<file path="src/logic/isr_defines.svh">
// Register offsets, field positions, reset values and timing for the status slice.
// What this block does
// - Lower inductance limit is upper byte here, low byte from address 0x18.
// - Lower-limit upper byte writable during active conversion, applied without stopping.
// - Written low byte is buffered, applied only when upper byte is written.
// - Status bit 7 reads 1 when sensor oscillation is missing.
// - Status bit 6 is active low result-ready for combined loss and inductance.
// - Over-limit flags latch low; cleared only by writing 0x00 to 0x0A.
// - Loss over-limit flag reported only when function select is b00'0001.
// - Status bit 5 reads 0 once loss result exceeded loss upper limit.
// - Status bit 4 is the loss hysteresis comparator.
// - Inductance over-limit flag reported only when function select is b00'1000.
// - Status bit 3 reads 0 once inductance exceeded inductance upper limit.
// - Status bit 2 is the inductance hysteresis comparator.
// - Status bit 0 reads 1 during power-on reset; writes ignored then.
// - Loss result high byte at 0x22, low byte at 0x21.
// - Inductance result low byte at 0x23, high byte at 0x24.
// - Status and results are read-only and reset to zero.
`ifndef ISR_DEFINES_SVH
`define ISR_DEFINES_SVH
`define ISR_ADDR_LLIM_LSB 7'h18
`define ISR_ADDR_LLIM_MSB 7'h19
`define ISR_ADDR_FUNC_SEL 7'h0A
`define ISR_ADDR_STATUS 7'h20
`define ISR_ADDR_LOSS_LSB 7'h21
`define ISR_ADDR_LOSS_MSB 7'h22
`define ISR_ADDR_IND_LSB 7'h23
`define ISR_ADDR_IND_MSB 7'h24
`define ISR_BIT_OSC_ERR 7
`define ISR_BIT_RDY_N 6
`define ISR_BIT_LOSS_OVER 5
`define ISR_BIT_LOSS_WIN 4
`define ISR_BIT_IND_OVER 3
`define ISR_BIT_IND_WIN 2
`define ISR_BIT_POR 0
`define ISR_SEL_LOSS 6'h01
`define ISR_SEL_IND 6'h08
`define ISR_CLEAR_VAL 8'h00
`define ISR_RESET_BYTE 8'h00
`define ISR_POR_CYCLES 16
`endif

</file>
<file path="src/logic/isr_pkg.sv">
// Types shared by the status and result register slice.
package isr_pkg;
   typedef enum logic [1:0] {
      ISR_CMD,
      ISR_ADDR,
      ISR_DATA
   } isr_spi_state_t;
endpackage

</file>
<file path="src/logic/isr_regs.sv">
// Status, lower-limit and result registers reached over the serial port.
`timescale 1ns/1ps
`include "isr_defines.svh"
module isr_regs #(
   parameter int POR_CYCLES = `ISR_POR_CYCLES
) (
   input wire logic i_clk, // Core clock, 40 MHz.
   input wire logic i_reset_n, // Asynchronous reset, active low.
   input wire logic i_sck, // Serial clock pin.
   input wire logic i_csb_n, // Serial chip select, active low.
   input wire logic i_mosi, // Serial data in.
   output logic o_miso, // Serial data out.
   output logic o_miso_oe, // High while driving serial data out.
   input wire logic i_osc_missing, // Core sees no sensor oscillation.
   input wire logic i_result_valid, // One-cycle pulse, new result pair.
   input wire logic [15:0] i_loss_result, // Loss conversion result.
   input wire logic [15:0] i_ind_result, // Inductance conversion result.
   input wire logic [15:0] i_loss_upper_limit, // Loss upper limit.
   input wire logic [15:0] i_loss_lower_limit, // Loss lower limit.
   input wire logic [15:0] i_ind_upper_limit, // Inductance upper limit.
   input wire logic [5:0] i_func_select, // Interrupt function select.
   output logic [15:0] o_ind_lower_limit, // Applied inductance lower limit.
   output logic o_por_busy // High while power-on reset runs.
);
   logic [2:0] sck_sync_reg;
   logic [1:0] csb_sync_reg;
   logic [1:0] mosi_sync_reg;
   logic [1:0] osc_sync_reg;
   isr_pkg::isr_spi_state_t state_reg;
   logic [2:0] bit_cnt_reg;
   logic [7:0] shift_reg;
   logic [7:0] tx_reg;
   logic rd_reg;
   logic [6:0] addr_reg;
   logic [7:0] llim_lsb_buf_reg;
   logic [7:0] llim_msb_reg;
   logic [15:0] llim_reg;
   logic [15:0] loss_reg;
   logic [15:0] ind_reg;
   logic [7:0] loss_hold_reg;
   logic [15:0] ind_hold_reg;
   logic ready_n_reg;
   logic loss_over_n_reg;
   logic loss_win_reg;
   logic ind_over_n_reg;
   logic ind_win_reg;
   logic [7:0] status_reg;
   logic [$clog2(POR_CYCLES+1)-1:0] por_cnt_reg;
   logic por_reg;
   logic sck_rise;
   logic sck_fall;
   logic sel;
   logic byte_done;
   logic [7:0] rx_byte;
   logic wr_stb;
   logic rd_stb;
   logic [7:0] rd_data;
   logic [7:0] status_next;
   logic loss_over;
   logic ind_over;

   // The serial pins are not on this clock; logic reads stage two, and the serial clock edge detect also reads stage three.
   always_ff @(posedge i_clk or negedge i_reset_n) begin
      if (!i_reset_n) begin
         sck_sync_reg <= 3'h0;
         csb_sync_reg <= 2'h3;
         mosi_sync_reg <= 2'h0;
         osc_sync_reg <= 2'h0;
      end else begin
         sck_sync_reg <= {sck_sync_reg[1:0], i_sck};
         csb_sync_reg <= {csb_sync_reg[0], i_csb_n};
         mosi_sync_reg <= {mosi_sync_reg[0], i_mosi};
         osc_sync_reg <= {osc_sync_reg[0], i_osc_missing};
      end
   end

   assign sck_rise = sck_sync_reg[1] & ~sck_sync_reg[2];
   assign sck_fall = ~sck_sync_reg[1] & sck_sync_reg[2];
   assign sel = ~csb_sync_reg[1];
   assign byte_done = sel && sck_rise && (bit_cnt_reg == 3'h7);
   assign rx_byte = {shift_reg[6:0], mosi_sync_reg[1]};
   assign wr_stb = byte_done && (state_reg == isr_pkg::ISR_DATA) && !rd_reg;
   assign rd_stb = byte_done && (state_reg == isr_pkg::ISR_CMD) && rx_byte[7];

   // Frame is one command byte (bit 7 read, bits 6:0 address) and data.
   always_ff @(posedge i_clk or negedge i_reset_n) begin
      if (!i_reset_n) begin
         state_reg <= isr_pkg::ISR_CMD;
         bit_cnt_reg <= 3'h0;
         shift_reg <= 8'h00;
         rd_reg <= 1'b0;
         addr_reg <= 7'h00;
      end else if (!sel) begin
         state_reg <= isr_pkg::ISR_CMD;
         bit_cnt_reg <= 3'h0;
      end else if (sck_rise) begin
         shift_reg <= rx_byte;
         bit_cnt_reg <= bit_cnt_reg + 3'h1;
         if (bit_cnt_reg == 3'h7) begin
            case (state_reg)
               isr_pkg::ISR_CMD: begin
                  rd_reg <= rx_byte[7];
                  addr_reg <= rx_byte[6:0];
                  state_reg <= isr_pkg::ISR_DATA;
               end
               isr_pkg::ISR_DATA: state_reg <= isr_pkg::ISR_CMD;
               default: state_reg <= isr_pkg::ISR_CMD;
            endcase
         end
      end
   end

   always_comb begin
      case (rx_byte[6:0])
         `ISR_ADDR_LLIM_MSB: rd_data = llim_msb_reg;
         `ISR_ADDR_STATUS: rd_data = status_reg;
         `ISR_ADDR_LOSS_LSB: rd_data = loss_reg[7:0];
         `ISR_ADDR_LOSS_MSB: rd_data = loss_hold_reg;
         `ISR_ADDR_IND_LSB: rd_data = ind_hold_reg[7:0];
         `ISR_ADDR_IND_MSB: rd_data = ind_hold_reg[15:8];
         default: rd_data = 8'h00;
      endcase
   end

   // Read data shifts out MSB first on falling edges, starting with the one that ends the command byte.
   always_ff @(posedge i_clk or negedge i_reset_n) begin
      if (!i_reset_n) begin
         tx_reg <= 8'h00;
         o_miso <= 1'b0;
         o_miso_oe <= 1'b0;
      end else if (!sel) begin
         o_miso_oe <= 1'b0;
         o_miso <= 1'b0;
      end else if (rd_stb) begin
         tx_reg <= rd_data;
      end else if (sck_fall && state_reg == isr_pkg::ISR_DATA && rd_reg) begin
         o_miso_oe <= 1'b1;
         o_miso <= tx_reg[7];
         tx_reg <= {tx_reg[6:0], 1'b0};
      end
   end

   // Reading the loss low byte freezes the rest of the pair.
   always_ff @(posedge i_clk or negedge i_reset_n) begin
      if (!i_reset_n) begin
         loss_hold_reg <= `ISR_RESET_BYTE;
         ind_hold_reg <= 16'h0000;
      end else if (rd_stb && rx_byte[6:0] == `ISR_ADDR_LOSS_LSB) begin
         loss_hold_reg <= loss_reg[15:8];
         ind_hold_reg <= ind_reg;
      end
   end

   always_ff @(posedge i_clk or negedge i_reset_n) begin
      if (!i_reset_n) begin
         por_cnt_reg <= '0;
         por_reg <= 1'b1;
      end else if (por_cnt_reg == ($clog2(POR_CYCLES+1))'(POR_CYCLES)) begin
         por_reg <= 1'b0;
      end else begin
         por_cnt_reg <= por_cnt_reg + 1'b1;
      end
   end

   // Upper-byte limit writes act at once, so conversions keep running meanwhile.
   always_ff @(posedge i_clk or negedge i_reset_n) begin
      if (!i_reset_n) begin
         llim_lsb_buf_reg <= 8'h00;
         llim_msb_reg <= 8'h00;
         llim_reg <= 16'h0000;
      end else if (wr_stb && !por_reg) begin
         if (addr_reg == `ISR_ADDR_LLIM_LSB)
            llim_lsb_buf_reg <= rx_byte;
         if (addr_reg == `ISR_ADDR_LLIM_MSB) begin
            llim_msb_reg <= rx_byte;
            llim_reg <= {rx_byte, llim_lsb_buf_reg};
         end
      end
   end

   assign loss_over = i_loss_result > i_loss_upper_limit;
   assign ind_over = i_ind_result > i_ind_upper_limit;

   always_ff @(posedge i_clk or negedge i_reset_n) begin
      if (!i_reset_n) begin
         loss_reg <= 16'h0000;
         ind_reg <= 16'h0000;
         ready_n_reg <= 1'b0;
      end else if (i_result_valid) begin
         loss_reg <= i_loss_result;
         ind_reg <= i_ind_result;
         ready_n_reg <= 1'b0;
      end else if (rd_stb && rx_byte[6:0] == `ISR_ADDR_LOSS_LSB) begin
         ready_n_reg <= 1'b1;
      end
   end

   // A new over-limit event beats a clear in the same cycle.
   always_ff @(posedge i_clk or negedge i_reset_n) begin
      if (!i_reset_n) begin
         loss_over_n_reg <= 1'b0;
         ind_over_n_reg <= 1'b0;
         loss_win_reg <= 1'b0;
         ind_win_reg <= 1'b0;
      end else begin
         if (i_result_valid && loss_over)
            loss_over_n_reg <= 1'b0;
         else if (wr_stb && addr_reg == `ISR_ADDR_FUNC_SEL
                  && rx_byte == `ISR_CLEAR_VAL && !por_reg)
            loss_over_n_reg <= 1'b1;
         if (i_result_valid && ind_over)
            ind_over_n_reg <= 1'b0;
         else if (wr_stb && addr_reg == `ISR_ADDR_FUNC_SEL
                  && rx_byte == `ISR_CLEAR_VAL && !por_reg)
            ind_over_n_reg <= 1'b1;
         if (i_result_valid && loss_over)
            loss_win_reg <= 1'b0;
         else if (i_result_valid && i_loss_result < i_loss_lower_limit)
            loss_win_reg <= 1'b1;
         if (i_result_valid && ind_over)
            ind_win_reg <= 1'b0;
         else if (i_result_valid && i_ind_result < llim_reg)
            ind_win_reg <= 1'b1;
      end
   end

   always_comb begin
      status_next = 8'h00;
      status_next[`ISR_BIT_OSC_ERR] = osc_sync_reg[1];
      status_next[`ISR_BIT_RDY_N] = ready_n_reg;
      status_next[`ISR_BIT_LOSS_OVER] =
         (i_func_select == `ISR_SEL_LOSS) & loss_over_n_reg;
      status_next[`ISR_BIT_LOSS_WIN] = loss_win_reg;
      status_next[`ISR_BIT_IND_OVER] =
         (i_func_select == `ISR_SEL_IND) & ind_over_n_reg;
      status_next[`ISR_BIT_IND_WIN] = ind_win_reg;
      status_next[`ISR_BIT_POR] = por_reg;
   end

   always_ff @(posedge i_clk or negedge i_reset_n) begin
      if (!i_reset_n) begin
         status_reg <= `ISR_RESET_BYTE;
         o_ind_lower_limit <= 16'h0000;
         o_por_busy <= 1'b0;
      end else begin
         status_reg <= status_next;
         o_ind_lower_limit <= llim_reg;
         o_por_busy <= por_reg;
      end
   end
endmodule

</file>
<file path="config.mk">
export PLATFORM = sky130hd
export DESIGN_NAME = isr_regs
export DESIGN_NICKNAME = d
export VERILOG_FILES = /design/src/logic/isr_pkg.sv /design/src/logic/isr_regs.sv
export VERILOG_INCLUDE_DIRS = /design/src /design/src/logic
export SDC_FILE = /design/constraint.sdc
export NUM_CORES = 1
export LEC_CHECK = 0
export BUFFER_PORTS_ARGS = -buffer_cell sky130_fd_sc_hd__clkbuf_2
export CORE_ASPECT_RATIO = 0.8
export CORE_MARGIN = 2
export CORE_UTILIZATION = 35
export DETAILED_ROUTE_END_ITERATION = 7
export SLEW_MARGIN = 25
export SYNTH_ARGS = -nofsm -noshare
export SYNTH_HDL_FRONTEND = slang
export SYNTH_SLANG_ARGS = --single-unit
</file>
<file path="constraint.sdc">
create_clock -name i_clk -period 2.1 [get_ports i_clk]
set_input_delay 0.21 -clock i_clk [delete_from_list [all_inputs] [get_ports i_clk]]
set_output_delay 0.21 -clock i_clk [all_outputs]
set_load 0.1 [all_outputs]
</file>
==> summary.txt, run 1 <==
CTS
  – Cts hold-fix bufs: 8
  – CTS root buffer: clkbuf_16
  – Clock Sinks: between 150 and 200
  – H-Tree Depth: 4
  – Clk Latency, worst-skew pair: 420 ps
  – CTS tree: built
  – Post-cts sizing count: 0
  – Clock Pin Slew Worst Setup and Hold Paths: about 70 ps
  – Postcts setup bufs: 0
  – Max clock buf depth: 2
  – CTS buffer count: 17

STA
  – Final setup fails: 0
  – Sum Neg Setup Slack: 0 ps
  – Smallest hold slack: 61.2 ps
  – Final Hold Fails: 0
  – FMAX: 522 MHz
  – Max_slew headroom: 0.633
  – Fin crit share: 0.913
  – Setup Skew: 8.89 ps
  – Slew Viols, Final: 0
  – Worst-Margin Slew: between 500 and 600 ps
  – Fin crit period: 1920 ps
  – Unrepaired setup endpoints after global routing: false

Layout
  – Most frequent cells in the layout: dfrtp_1, clkbuf_2, inv_1
  – Most common cell after layout, fill and taps aside: dfrtp_1
  – Nets: 898
  – N_diodes: 0
  – Util after Layout: 0.440
  – Area delta synth->final: 22.6%
  – Share of cells above drive strength 1: 0.367

Run
  – Max Cap Viol: 0

Synthesis
  – Synthesized flop and latch total: 152
  – Synth Net Count: 756
  – Asr flop ratio synth: 1.00
  – Post-synthesis sequential area ratio: 0.508
  – Synth Flop Type: dfrtp_1
  – Gate Count Post-Synth: 597
  – EDFF count, synth: 0
  – Warnings from Yosys: 0
  – Unique masters post-synth: 52
  – Syn avg cell area: 12.6 um^2
  – Area of the mapped netlist: 7500 um^2

GRT
  – Total grt overflow: 0
  – Global-route wire length before repair: between 20,000 and 30,000 um
  – Global routing's busiest layer: met1
  – Global routing usage on met3: 0.0381
  – Largest net degree at the start of global routing: 42
  – GRT Resource Usage Total: 0.155
  – Antenna violations before repair: 0
  – Vias in the first global route: 4,886
  – Met2 Use GR: 0.220
  – GR Layer Usage met1: 0.236

Place
  – GP Congestion: a little over 0.8
  – IO Port Bufs: 111
  – DPL Wire Length: around 12,000 um

Worst setup path
  – CP required: 2400 ps
  – Setup crit end kind: register
  – CP max FO: 25
  – WS Path Type: register to register
  – Crit path launch type: register
  – Delay-heaviest family, CP: simple AND/OR/NAND/NOR gates
  – Stages on worst setup path: 5
  – Critical Path, Cell by Cell: nor4b_1 > nor2b_1 > nand3_4 > buf_12 > mux2_4
  – CP arrival: 2220 ps
  – Crit-path slowest cell: nor4b_1
  – Worst Reg2Reg Path Length in Cells: 5
  – Max incr delay on CP: 420 ps
  – Critical path buffers and inverters: 1

Detailed routing
  – Vias per cell: 4.83
  – WL per Instance: approximately 16 um
  – # DRC: 0
  – Routed Antenna Nets: 0
  – Detailed Routing Iterations Pass 1: 4
  – Vias: 4,936
  – Routed WL: 16,500 um
  – DRT iter0 DRCs: 270

Outcome
  – Status: finished clean

Pwr
  – Total power: 7.13 mW
  – PwrDens: 775 nW/um^2
  – VDD IR max: around 0.42 mV
  – Pleak: roughly 4.6 nW

Hold path
  – Hold/Removal Path Class: input pin to register
  – Worst hold stages: 3

Floorplan
  – Site row count: 47
  – Die area: approximately 23,000 um^2
  – Core area: roughly 21,000 um^2
  – IO Pins: 112
  – Die Ht: 135 um
  – Die X: ~170 um
  – Initial Util: 0.359
stage by stage:
stage	std cells	area [um^2]	setup slack (ps)
after floorplan	597	7500	215
after global placement	981	8520	163
after detailed placement	981	8520	141
after CTS	1021	9190	132
after global routing	1021	9190	25.6
final	1021	9190	183
routing by layer:
| layer | share of wire | wire length (um) | vias to the layer above |
|---|---|---|---|
| met3 | 0.049 | 816 | 11 |
| met4 | 0.0078 | 128 | 0 |
| met1 | 0.53 | 8790 | 2393 |
| li1 | - | - | 2416 |
| met2 | 0.41 | 6770 | 116 |
| met5 | 0 | 0 | - |
cell usage after synthesis, types with 2 or more instances:
cell type | instances | share of area
a211oi_1 | 3 | 0.0030
a21oi_1 | 30 | 0.020
a222oi_1 | 8 | 0.011
a22oi_1 | 5 | 0.0050
a311oi_1 | 2 | 0.0023
a41oi_1 | 2 | 0.0023
and4_1 | 3 | 0.0035
buf_1 | 4 | 0.0020
buf_2 | 2 | 0.0013
buf_6 | 5 | 0.0075
clkbuf_1 | 6 | 0.0030
dfrtp_1 | 149 | 0.50
dfstp_2 | 3 | 0.011
ha_1 | 66 | 0.11
inv_1 | 72 | 0.036
mux2_2 | 69 | 0.10
mux2_4 | 29 | 0.058
mux4_2 | 7 | 0.021
nand2_1 | 29 | 0.015
nand3_1 | 5 | 0.0033
nand4_1 | 11 | 0.0092
nor2_1 | 13 | 0.0065
nor2b_1 | 9 | 0.0075
nor3_1 | 7 | 0.0047
nor3b_1 | 3 | 0.0030
nor4b_1 | 2 | 0.0023
nor4bb_1 | 2 | 0.0027
o211ai_1 | 2 | 0.0020
o21ai_0 | 21 | 0.014
or4_1 | 2 | 0.0020
xnor2_1 | 5 | 0.0058
worst reg2reg max path: cells and delay by family (launching register included):
kind | cells | cell delay [ps]
buf+inv | 1 | 190
flops | 1 | 380
mux | 1 | 330
simple gates | 3 | 920
where the power goes:
| group | internal (mW) | switching (mW) |
|---|---|---|
| Combinational | 0.412 | 0.430 |
| Sequential | 3.07 | 0.138 |
| Clock | 1.78 | 1.29 |
| Total | 5.27 | 1.86 |
area by class of cell:
type                    count  area, um^2
clock buffers              17         425
clock inverters            15         170
fillers                  1945       11700
inverters                  72         270
multi-input cells         355        3310
flip-flops and latches    152        3810
well taps                 269         337
repair buffers            141         870
final timing paths:
path / start / to / slack (ps)
hold reg to reg: sck_sync_reg[0] / sck_sync_reg[1] / 350
min in group asynchronous: i_reset_n / ind_reg[1] / 270
hold / removal: i_func_select[4] / status_reg[5] / 60
setup reg to reg: shift_reg[2] / ind_hold_reg[8] / 180
setup / recovery: shift_reg[2] / ind_hold_reg[8] / 180
max in group asynchronous: i_reset_n / o_ind_lower_limit[0] / 1070
cells by family after synthesis:
kind of cell    Yosys count  share of synthesized area
buf+inv                  90                     0.0505
simple gates             96                     0.0719
compound gates           81                     0.0687
mux                     106                      0.184
xor+xnor                  6                    0.00701
flops                   152                      0.508
fa+ha+maj                66                      0.110
Power figures use the tool's default switching activity.
==> inputs of run 2 (changes only) <==
Settings changed: RECOVER_POWER from default to 25.
==> run 2 against run 1 <==
  * Sequential power barely moved
  * Clock-buffer cell count unchanged
  * Worst setup slack got worse by 7.4 ps
  * Critical path depth unchanged
  * Clock power hardly changed
  * First-iteration DRC count is 6.7% higher
  * Final cell count unchanged
  * Non-clock buffer count is the same
  * Largest cell class unchanged
  * Largest power group unchanged
==> summary.txt, run 2 (synthesis results as in run 1) <==
Outcome
  – Status: finished clean

Hold path
  – Worst hold stages: 3 (unchanged)
  – Hold path startpoint: i_func_select[4]
  – Hold Crit Endpoint: status_reg[5]
  – Hold/Removal Path Class: input pin to register

CTS
  – Clk Latency, worst-skew pair: 420 ps (about the same)
  – CTS root buffer: clkbuf_16
  – CTS buffer count: 17 (unchanged)
  – Post-cts sizing count: 0 (unchanged)
  – Clock Pin Slew Worst Setup and Hold Paths: 70 ps (about the same)
  – Max clock buf depth: 2 (unchanged)
  – H-Tree Depth: 4 (unchanged)
  – CTS tree: built
  – Clock Sinks: 152 (unchanged)

Floorplan
  – Site row count: 47 (unchanged)
  – Die Ht: 135 um (unchanged)
  – IO Pins: 112 (unchanged)
  – Die area: 22,600 um^2 (unchanged)
  – Die X: 168 um (unchanged)
  – Initial Util: 0.359 (unchanged)
  – Core area: 20,900 um^2 (unchanged)

Place
  – IO Port Bufs: 111 (unchanged)
  – GP Congestion: 0.806 (unchanged)
  – DPL Wire Length: 12,500 um (unchanged)

Worst setup path
  – Worst Reg2Reg Path Length in Cells: 5 (unchanged)
  – Critical path buffers and inverters: 0 (-1)
  – WS Path Type: register to register
  – CP arrival: 2230 ps (about the same)
  – Max incr delay on CP: 420 ps (about the same)
  – Crit-path slowest cell: nor4b_1
  – CP required: 2410 ps (about the same)
  – Crit path launch type: register
  – Worst reg2reg setup slack: 180 ps (about the same)
  – Worst r2r src: addr_reg[2]
  – CP max FO: 8 (-68%)
  – Critical Path, Cell by Cell: nor4b_1 > nand4_1 > nor2_1 > nand2_1 > mux2_2
  – Setup crit end kind: register
  – Delay-heaviest family, CP: simple AND/OR/NAND/NOR gates
  – R2R Path End: llim_lsb_buf_reg[5]

STA
  – Fin crit share: 0.916 (+0.00354)
  – Max_slew headroom: 0.294 (-0.339)
  – FMAX: 520 MHz (-0.39%)
  – Slew Viols, Final: 0 (unchanged)
  – Final setup fails: 0 (unchanged)
  – Fin crit period: 1920 ps (+7.44 ps)
  – Setup Skew: 9.08 ps (+0.193 ps)
  – Final Hold Fails: 0 (unchanged)
  – Worst-Margin Slew: 1060 ps (+506 ps)
  – Unrepaired setup endpoints after global routing: false
  – Sum Neg Setup Slack: 0 ps (unchanged)

GRT
  – Global-route wire length before repair: 27,000 um (unchanged)
  – Vias in the first global route: 4,886 (unchanged)
  – GRT Resource Usage Total: 0.155 (unchanged)
  – Total grt overflow: 0 (unchanged)
  – Antenna violations before repair: 0 (unchanged)
  – Largest net degree at the start of global routing: 42 (unchanged)

Layout
  – Most frequent cells in the layout: dfrtp_1, clkbuf_2, inv_1
  – Fill count: 1,947 (+0.10%)
  – Area delta synth->final: 22.5% (about the same)
  – Most common cell after layout, fill and taps aside: dfrtp_1
  – N_diodes: 0 (unchanged)
  – Util after Layout: 0.440 (about the same)
  – Share of cells above drive strength 1: 0.366 (-0.00133)
  – Nets: 898 (unchanged)

Detailed routing
  – Routed WL: 16,500 um (-0.27%)
  – Vias per cell: 4.81 (-0.41%)
  – WL per Instance: 16.1 um (-0.27%)
  – Detailed Routing Iterations Pass 1: 5 (+1)
  – Vias: 4,916 (-0.41%)
  – DRT iter0 DRCs: 288 (+6.7%)
  – # DRC: 0 (unchanged)
  – Routed Antenna Nets: 0 (unchanged)

Run
  – Max Cap Viol: 0 (unchanged)

Pwr
  – PwrDens: 776 nW/um^2 (about the same)
  – VDD IR max: 0.422 mV (-0.29%)
  – Pleak: 4.65 nW (about the same)
run 2: cell types whose count changed in the layout (fill, tap and decap cells not counted):
| cell | delta |
|---|---|
| dfstp_2 | -1 |
| clkbuf_2 | +1 |
| dfstp_1 | +1 |
| buf_6 | -1 |
run 2: tightest hold or removal path, stage by stage:
cell and delay (ps):
clkbuf_2 70, or4_1 110, nor3_1 50
run 2: worst max path at each step:
stage / startpoint / depth (start not counted) / slack, ps / end
2_1_floorplan: csb_sync_reg[1] / 7 / 220 / llim_msb_reg[0]
6_report: addr_reg[2] / 5 / 180 / llim_lsb_buf_reg[5]
3_5_place_dp: addr_reg[2] / 5 / 140 / llim_lsb_buf_reg[5]
3_3_place_gp: addr_reg[5] / 5 / 160 / llim_lsb_buf_reg[5]
4_1_cts: addr_reg[2] / 5 / 130 / llim_lsb_buf_reg[4]
5_1_grt: addr_reg[5] / 5 / 30 / llim_lsb_buf_reg[2]
run 2: repair_timing:
action	4_1_cts	5_1_grt
setup buffers	0	0
hold endpoints to repair	43	0
hold buffers	8	0
setup endpoints to repair	0	0
run 2: metrics by stage:
step                      area [um^2]  power (mW)  hold slack (ps)  cells  setup slack [ps]
after floorplan                  7500        3.65            -85.6    597               215
after global placement           8520        4.08              146    981               163
after detailed placement         8520        4.10              149    981               141
after CTS                        9190        7.20             55.1   1021               132
after global routing             9190        7.45             58.2   1021              25.6
final                            9190        7.12             61.9   1021               176
run 2: power breakdown:
part | internal (mW) | total (mW) | leakage (nW) | switching, mW
clock | 1.78 | 3.07 | 0.292 | 1.29
combinational | 0.411 | 0.840 | 2.36 | 0.429
sequential | 3.07 | 3.21 | 2.00 | 0.137
run 2: area by class of cell:
class	instances	area (um^2)	share of cell area
Multi-Input combinational cell	355	3310	0.361
Inverter	72	270	0.0294
Clock inverter	15	170	0.0185
Sequential cell	152	3810	0.414
Clock buffer	17	425	0.0463
Timing Repair Buffer	141	863	0.0940
Tap cell	269	337	0.0366
run 2: metal layers:
layer / up-vias / GRT usage / part of all wire
li1: 2419 / - / -
met5: - / 0 / 0
met1: 2377 / 0.236 / 0.53
met3: 8 / 0.0381 / 0.044
met2: 112 / 0.220 / 0.42
met4: 0 / 0.0348 / 0.0059
